<file path="src/rtl/adc_ctrl_pkg.sv">
package adc_ctrl_pkg;
   // Register byte offsets
   localparam logic [7:0] OFS_BUF0 = 8'h00;
   localparam logic [7:0] OFS_CTRL = 8'h40;
   localparam logic [7:0] OFS_CHAN = 8'h44;
   localparam logic [7:0] OFS_PCFG = 8'h48;
   localparam logic [7:0] OFS_STAT = 8'h4C;
   localparam logic [7:0] OFS_PORT = 8'h50;
   // Control register fields
   localparam int CTRL_ON = 0;
   localparam int CTRL_SIDL = 1;
   localparam int CTRL_RC = 2;
   localparam int CTRL_SAMPLE_START = 3;
   localparam int CTRL_FMT_LO = 4;
   localparam int CTRL_IE = 6;
   localparam int CTRL_W = 7;
   localparam logic [6:0] CTRL_RST = 7'h00;
   // Status register fields
   localparam int ST_CONVERSION_ACTIVE = 0;
   localparam int ST_SAMPLE_START = 1;
   localparam int ST_DONE = 2;
   localparam int ST_PWR = 3;
   localparam int ST_W = 4;
   // Output formats
   localparam logic [1:0] FMT_INT = 2'h0;
   localparam logic [1:0] FMT_SINT = 2'h1;
   localparam logic [1:0] FMT_FRAC = 2'h2;
   localparam logic [1:0] FMT_SFRAC = 2'h3;
   // Timing
   localparam int CLK_PERIOD_NS = 4;
   localparam int INSTR_CYCLE_NS = 4;
   localparam int INSTR_DELAY = (INSTR_CYCLE_NS + CLK_PERIOD_NS - 1) / CLK_PERIOD_NS;
   localparam int CONVERSION_ACTIVE_TAD = 15;
   localparam logic [3:0] CONVERSION_ACTIVE_LAST = 4'(CONVERSION_ACTIVE_TAD - 1);
   localparam logic [3:0] DLY_LAST = 4'(INSTR_DELAY);
   localparam int BUF_WORDS = 16;
   localparam logic [1:0] HTRANS_NONSEQ = 2'h2;
   localparam logic [1:0] HTRANS_SEQ = 2'h3;
   typedef enum logic [4:0] {
      ST_IDLE = 5'h01,
      ST_DISCH = 5'h02,
      ST_SAMPLE = 5'h04,
      ST_DELAY = 5'h08,
      ST_CONVERT = 5'h10
   } conversion_active_state_t;
endpackage

</file>
<file path="src/rtl/adc_power_sleep_format_ctrl.sv">
`timescale 1ns/10ps
// Summary of operation
// - Module-on set: converter powered and active until switched off after sleep
// - Module-on clear: analog and digital disabled
// - Sleep stops converter clock unless RC, held low
// - Sleep aborts non-RC conversion, never resumed
// - Sleep leaves register contents unchanged
// - RC clock converts in sleep, one-cycle delay
// - RC completion clears active flag, stores result
// - Enabled interrupt: sleep completion wakes device
// - Disabled interrupt: converter off, module-on stays
// - Stop-in-idle selects halt or run in idle
// - Reset clears registers, aborts any sequence
// - Reset leaves result buffer untouched
// - Buffer undefined after power-on
// - 12-bit words read in four formats
// - Reads 16 bits: extend or left-justify
// - Buffer writes always right-justified integer
// - Port reads zero on analog pins
// - Digital pins supply no analog value
// - Hold capacitor discharged before each sample
// - Aborted conversion keeps last buffer value
// - Sixteen read-only words filled by converter
module adc_power_sleep_format_ctrl (
   input wire logic hclk,
   input wire logic hresetn,
   input wire logic hsel,
   input wire logic [31:0] haddr,
   input wire logic [1:0] htrans,
   input wire logic hwrite,
   input wire logic [2:0] hsize,
   input wire logic [31:0] hwdata,
   input wire logic hready,
   output logic [31:0] hrdata,
   output logic hreadyout,
   output logic hresp,
   input wire logic cpu_sleep,
   input wire logic cpu_idle,
   input wire logic [15:0] port_pins_in,
   input wire logic [11:0] sar_result,
   output logic analog_power_en,
   output logic conversion_active_clk_en,
   output logic hold_discharge,
   output logic sample_switch,
   output logic [3:0] mux_select,
   output logic wake_request
);
   logic [6:0] ctrl_ff;
   logic [3:0] chan_ff;
   logic [15:0] pcfg_ff;
   logic [11:0] result_buffer [0:15];
   logic [3:0] wr_ptr_ff;
   logic done_ff;
   logic sleep_off_ff;
   logic wake_ff;
   logic [3:0] cnt_ff;
   adc_ctrl_pkg::conversion_active_state_t state_ff;
   adc_ctrl_pkg::conversion_active_state_t nxt_state;
   logic [3:0] nxt_cnt;
   logic [7:0] a_addr_ff;
   logic a_wr_ff;
   logic [31:0] hrdata_ff;
   logic module_on;
   logic active;
   logic halted;
   logic abort;
   logic finish;
   logic wr_ctrl;
   logic addr_phase;
   logic [11:0] conversion_active_sample;

   // Format a 12-bit word onto the low 16 bits of the 32-bit bus
   function automatic logic [15:0] fmt_word(input logic [11:0] d, input logic [1:0] f);
      logic [15:0] r;
      r = {4'h0, d};
      case (f)
         adc_ctrl_pkg::FMT_INT: r = {4'h0, d};
         adc_ctrl_pkg::FMT_SINT: r = {{4{d[11]}}, d};
         adc_ctrl_pkg::FMT_FRAC: r = {d, 4'h0};
         adc_ctrl_pkg::FMT_SFRAC: r = {d, 4'h0};
         default: r = {4'h0, d};
      endcase
      return r;
   endfunction

   assign module_on = ctrl_ff[adc_ctrl_pkg::CTRL_ON];
   assign active = module_on && !sleep_off_ff;
   assign analog_power_en = active;
   assign halted = cpu_idle && ctrl_ff[adc_ctrl_pkg::CTRL_SIDL];
   // clock gated in sleep unless RC
   assign conversion_active_clk_en = active && !halted
      && (!cpu_sleep || ctrl_ff[adc_ctrl_pkg::CTRL_RC]);
   assign abort = !active || (cpu_sleep && !ctrl_ff[adc_ctrl_pkg::CTRL_RC]);
   assign finish = (state_ff == adc_ctrl_pkg::ST_CONVERT) && !abort && !halted
      && (cnt_ff == adc_ctrl_pkg::CONVERSION_ACTIVE_LAST);
   assign hold_discharge = (state_ff == adc_ctrl_pkg::ST_DISCH);
   assign sample_switch = (state_ff == adc_ctrl_pkg::ST_SAMPLE);
   assign mux_select = chan_ff;
   assign conversion_active_sample = pcfg_ff[chan_ff] ? 12'h000 : sar_result;
   assign wake_request = wake_ff;
   assign hreadyout = 1'b1;
   assign hresp = 1'b0;
   assign hrdata = hrdata_ff;
   assign addr_phase = hsel && hready
      && (htrans == adc_ctrl_pkg::HTRANS_NONSEQ || htrans == adc_ctrl_pkg::HTRANS_SEQ);
   assign wr_ctrl = a_wr_ff && (a_addr_ff == adc_ctrl_pkg::OFS_CTRL);

   always_comb
   begin
      nxt_state = state_ff;
      nxt_cnt = cnt_ff;
      if (abort)
      begin
         nxt_state = adc_ctrl_pkg::ST_IDLE;
         nxt_cnt = 4'h0;
      end
      else if (!halted)
      begin
         case (state_ff)
            adc_ctrl_pkg::ST_IDLE:
               if (ctrl_ff[adc_ctrl_pkg::CTRL_SAMPLE_START])
                  nxt_state = adc_ctrl_pkg::ST_DISCH;
            adc_ctrl_pkg::ST_DISCH:
               nxt_state = adc_ctrl_pkg::ST_SAMPLE;
            adc_ctrl_pkg::ST_SAMPLE:
               if (!ctrl_ff[adc_ctrl_pkg::CTRL_SAMPLE_START])
               begin
                  nxt_cnt = 4'h0;
                  if (ctrl_ff[adc_ctrl_pkg::CTRL_RC])
                     nxt_state = adc_ctrl_pkg::ST_DELAY;
                  else
                     nxt_state = adc_ctrl_pkg::ST_CONVERT;
               end
            // one instruction cycle before RC conversion
            adc_ctrl_pkg::ST_DELAY:
               if (cnt_ff == adc_ctrl_pkg::DLY_LAST - 4'h1)
               begin
                  nxt_state = adc_ctrl_pkg::ST_CONVERT;
                  nxt_cnt = 4'h0;
               end
               else
                  nxt_cnt = cnt_ff + 4'h1;
            adc_ctrl_pkg::ST_CONVERT:
               if (cnt_ff == adc_ctrl_pkg::CONVERSION_ACTIVE_LAST)
               begin
                  nxt_state = adc_ctrl_pkg::ST_IDLE;
                  nxt_cnt = 4'h0;
               end
               else
                  nxt_cnt = cnt_ff + 4'h1;
            default:
               nxt_state = adc_ctrl_pkg::ST_IDLE;
         endcase
      end
   end

   always_ff @(posedge hclk or negedge hresetn)
   begin
      if (!hresetn)
      begin
         state_ff <= adc_ctrl_pkg::ST_IDLE;
         cnt_ff <= 4'h0;
      end
      else
      begin
         state_ff <= nxt_state;
         cnt_ff <= nxt_cnt;
      end
   end

   // buffer has no reset and no initial value
   always_ff @(posedge hclk)
   begin
      if (finish)
         result_buffer[wr_ptr_ff] <= conversion_active_sample;
   end

   always_ff @(posedge hclk or negedge hresetn)
   begin
      if (!hresetn)
         wr_ptr_ff <= 4'h0;
      else if (finish)
         wr_ptr_ff <= wr_ptr_ff + 4'h1;
   end

   // Done flag, set wins over clear by control write
   always_ff @(posedge hclk or negedge hresetn)
   begin
      if (!hresetn)
         done_ff <= 1'b0;
      else if (finish)
         done_ff <= 1'b1;
      else if (wr_ctrl && hwdata[adc_ctrl_pkg::CTRL_SAMPLE_START])
         done_ff <= 1'b0;
   end

   // sleep completion: wake or switch off
   always_ff @(posedge hclk or negedge hresetn)
   begin
      if (!hresetn)
      begin
         sleep_off_ff <= 1'b0;
         wake_ff <= 1'b0;
      end
      else
      begin
         wake_ff <= finish && cpu_sleep && ctrl_ff[adc_ctrl_pkg::CTRL_IE];
         if (!module_on)
            sleep_off_ff <= 1'b0;
         else if (finish && cpu_sleep && !ctrl_ff[adc_ctrl_pkg::CTRL_IE])
            sleep_off_ff <= 1'b1;
      end
   end

   // Bus address phase capture
   always_ff @(posedge hclk or negedge hresetn)
   begin
      if (!hresetn)
      begin
         a_addr_ff <= 8'h00;
         a_wr_ff <= 1'b0;
      end
      else
      begin
         a_addr_ff <= haddr[7:0];
         a_wr_ff <= addr_phase && hwrite;
      end
   end

   // registers change only on bus writes or reset
   always_ff @(posedge hclk or negedge hresetn)
   begin
      if (!hresetn)
      begin
         ctrl_ff <= adc_ctrl_pkg::CTRL_RST;
         chan_ff <= 4'h0;
         pcfg_ff <= 16'h0000;
      end
      else if (a_wr_ff)
      begin
         case (a_addr_ff)
            adc_ctrl_pkg::OFS_CTRL: ctrl_ff <= hwdata[adc_ctrl_pkg::CTRL_W-1:0];
            adc_ctrl_pkg::OFS_CHAN: chan_ff <= hwdata[3:0];
            adc_ctrl_pkg::OFS_PCFG: pcfg_ff <= hwdata[15:0];
            default: ctrl_ff <= ctrl_ff;
         endcase
      end
   end

   // Read data registered during the address phase
   always_ff @(posedge hclk or negedge hresetn)
   begin
      if (!hresetn)
         hrdata_ff <= 32'h0000_0000;
      else if (addr_phase && !hwrite)
      begin
         hrdata_ff <= 32'h0000_0000;
         if (haddr[7:0] < adc_ctrl_pkg::OFS_CTRL)
            hrdata_ff <= {16'h0000, fmt_word(result_buffer[haddr[5:2]],
               ctrl_ff[adc_ctrl_pkg::CTRL_FMT_LO +: 2])};
         else
            case (haddr[7:0])
               adc_ctrl_pkg::OFS_CTRL: hrdata_ff <= {25'h0, ctrl_ff};
               adc_ctrl_pkg::OFS_CHAN: hrdata_ff <= {28'h0, chan_ff};
               adc_ctrl_pkg::OFS_PCFG: hrdata_ff <= {16'h0, pcfg_ff};
               adc_ctrl_pkg::OFS_STAT: hrdata_ff <= {28'h0, active, done_ff,
                  sample_switch, state_ff == adc_ctrl_pkg::ST_CONVERT};
               adc_ctrl_pkg::OFS_PORT: hrdata_ff <= {16'h0, port_pins_in & pcfg_ff};
               default: hrdata_ff <= 32'h0000_0000;
            endcase
      end
   end
endmodule

</file>
<file path="config.mk">
export PLATFORM = sky130hd
export DESIGN_NAME = adc_power_sleep_format_ctrl
export DESIGN_NICKNAME = d
export VERILOG_FILES = /design/src/rtl/adc_ctrl_pkg.sv /design/src/rtl/adc_power_sleep_format_ctrl.sv
export SDC_FILE = /design/constraint.sdc
export NUM_CORES = 1
export LEC_CHECK = 0
export CAP_MARGIN = 10
export CORE_UTILIZATION = 40
export DETAILED_ROUTE_END_ITERATION = 8
export DONT_BUFFER_PORTS = 1
export PLACE_DENSITY = 0.56
export SYNTH_ARGS = -nofsm -noshare
export SYNTH_HDL_FRONTEND = slang
export SYNTH_SLANG_ARGS = --single-unit
</file>
<file path="constraint.sdc">
create_clock -name hclk -period 7 [get_ports hclk]
set_clock_uncertainty 0.15 [all_clocks]
set_input_delay 1.75 -clock hclk [delete_from_list [all_inputs] [get_ports hclk]]
set_output_delay 1.75 -clock hclk [all_outputs]
set_load 0.05 [all_outputs]
</file>
==> results.toml <==
[global_route]
antenna_found_initial = 0
grt_pass1_wl_mm = 38.81
grt_max_degree = 69
grt_overflow_total = 0
grt_usage = 0.1837
grt_pass1_vias = 6284

[place]
dp_hpwl_mm = 17.39
place.gp.congestion = 0.8384
io_buffers = 0

[critical_path]
crit_arrival_ns = 2.94
crit_chain = "inv_1 -> o21ai_1 -> a21oi_1"
crit_buf_inv = 1
r2r_slack_ns = 3.31
r2r_cells = 3
critPathCaptureType = "primary output"
crit_family = "compound AO/OA/AOI/OAI gates"
critPathLaunchType = "input port"
crit_fanout = 8
crit_required_ns = 5.10
cp.depth = 3
crit_slowest_cell = "a21oi_1"
criticalPathCategory = "input port to primary output"
r2r_start = "mux_select[0]"
r2r-end = "result_buffer[11][0]"
cpPeakStageDelay_ns = 0.95

[timing]
finalCritPeriodShare = 0.6913
hold_ws_ns = 0.3318
timing.final.max_slew_violations = 0
fin_crit_ns = 4.839
grt_setup_unrepaired = "false"
setup_viol = 0
timing.final.hold_violations = 0
tightest_slew_ns = 1.135
fmax_ghz = 0.2066
finalSetupTns_ns = 0
slew_headroom = 0.2415

[pwr]
power_frac_comb = 0.050
p_int_mw = 2.693
p_clk_frac = 0.435
p_leak_nw = 4.493
swShare = 0.2299
peakVddDrop_mv = 0.1815
p_switching_mw = 0.8037
p_per_area_nw_per_um2 = 279.1
total_power_mw = 3.497
seqPwrFrac = 0.515

[die]
start_util = 0.4103
fp.dieH_um = 169.0
coreArea_um2 = 27180
die_area_um2 = 28550
die_w_um = 169.0
std_cell_rows = 60
ios = 147

[logic_synthesis]
yosysMostFrequentCell = "edfxtp_1"
ys_async_sr_fraction = 0.2615
ys_top_cells_by_count = "edfxtp_1 (192), dfrtp_1 (67), mux4_2 (44)"
ys.flop_type = "edfxtp_1"
synth-edff-count = 192
postSynthAreaPerCell_um2 = 16.21
synth.ff_latch_count = 260
synth_area_um2 = 11150
synthDominantCellAreaShare = 0.5171
yosysTopAreaCell = "edfxtp_1"
synth_warnings = 0
synth.distinct_cells = 63
yosys-top-cells-area = "edfxtp_1 (52%), dfrtp_1 (15%), mux4_2 (8.9%)"
synth_cells = 688
seq_area_frac_synth = 0.6698

[layout]
drive_gt1_frac = 0.2088
final_util = 0.4611
syn_to_final_growth_pct = 12.38
nNetsFinal = 817
antenna_cells = 0

[cts]
clkSlewWorstSetupHoldPaths_ns = 0.06
cts_made_buffers = 28
postCtsHoldBufs = 0
cts_sinks = 260
cts_resized = 0
root_buffer = "clkbuf_16"
clkLatencyLatePin_ns = 0.54
clockBufferDepth = 3
h-tree-depth = 1
cts_setup_buffers = 0
cts_tree = "built"

[routing]
num_vias = 6115
post-route-drc-count = 0
wl_mm = 25.92
drt_first_pass_iters = 4
drtIter0Drc = 552
wl_per_cell_um = 23.57
ant_nets = 0
viasPerCell = 5.559

[job]
cap_violations = 0

[run_status]
outcome = "finished clean"

[min_path]
min_path_cells = 1
hold_path_class = "register to register"
holdCritStartpoint = "done_ff"
hold_path_end = "done_ff"
==> stage by stage <==
stage / instance area (um2) / cells / setup WS (ns)
floorplan: 11210 / 704 / 2.351
finish: 12530 / 1100 / 2.161
CTS: 12510 / 1098 / 2.166
global placement: 11530 / 1046 / 2.176
global route: 12530 / 1100 / 2.141
detailed placement: 11530 / 1046 / 2.172
==> flip-flops by register name, summed over array words and instances, names as in the netlist, 4 cells and up <==
name,cells
cnt_ff,4
mux_select,4
ctrl_ff,7
wr_ptr_ff,4
state_ff,5
result_buffer,192
pcfg_ff,16
hrdata,16
a_addr_ff,8
==> per-layer routing <==
metal,up-vias,wire length (um),GRT usage
met5,-,0,0
met4,0,424,0.04269
met2,223,12190,0.2995
li1,2706,-,-
met3,29,1779,0.03811
met1,3157,11520,0.2531
==> placed cells by master, fill, tap and decap left out, drive strengths merged, types with 5 or more instances in the layout <==
cell type | Yosys | routed
nor2 | 31 | 31
o21ai | 17 | 17
o32a | 5 | 5
clkinv | 1 | 12
a21o | 11 | 11
nand2 | 38 | 38
mux2i | 12 | 12
nand3 | 17 | 17
or3 | 5 | 5
ha | 7 | 7
clkbuf | 9 | 37
and2 | 6 | 6
mux4 | 53 | 53
edfxtp | 192 | 192
inv | 16 | 17
a31oi | 13 | 13
nor2b | 21 | 21
a21oi | 17 | 17
nor3 | 14 | 14
dfrtp | 67 | 67
a22oi | 7 | 7
mux2 | 27 | 27
buf | 40 | 21
conb | 2 | 18
==> power groups by stage <==
stage                     sequential (mW)  combinational, mW  clock, mW
final                                1.80              0.173       1.52
after global routing                 1.80              0.188       1.60
after CTS                            1.80              0.173       1.56
after detailed placement             1.83              0.172          0
after global placement               1.83              0.166          0
after floorplan                      1.82              0.156          0
==> how the worst max path moves through the flow <==
stage | startpoint | endpoint
finish | cpu_sleep | conversion_active_clk_en
global route | cpu_sleep | conversion_active_clk_en
CTS | cpu_sleep | conversion_active_clk_en
detailed placement | cpu_sleep | conversion_active_clk_en
global placement | cpu_sleep | conversion_active_clk_en
floorplan | cpu_sleep | conversion_active_clk_en
==> worst register-to-register path, stage by stage, from the launching register on <==
cell	delay [ns]
dfrtp_1	0.87
mux4_2	0.64
mux4_2	0.70
nor2b_1	0.97
==> layout make-up <==
cell class | count | area [um2]
clock buffers | 37 | 807.0
clock inverters | 15 | 166.4
fillers | 2358 | 14650
inverters | 17 | 63.81
multi-input cells | 378 | 3393
flip-flops and latches | 260 | 7468
well taps | 372 | 465.4
repair buffers | 21 | 165.2
==> kinds of logic after synthesis <==
group	synth area share
adders and majority gates	0.007855
other	0.0006736
and+or+nand+nor	0.06890
DFF	0.6698
xor gates and xnor gates	0.002357
AOI/OAI and AO/OA	0.06879
muxes	0.1481
buffers and inverters	0.03344
Note: power is estimated with default switching activity, not from simulation.
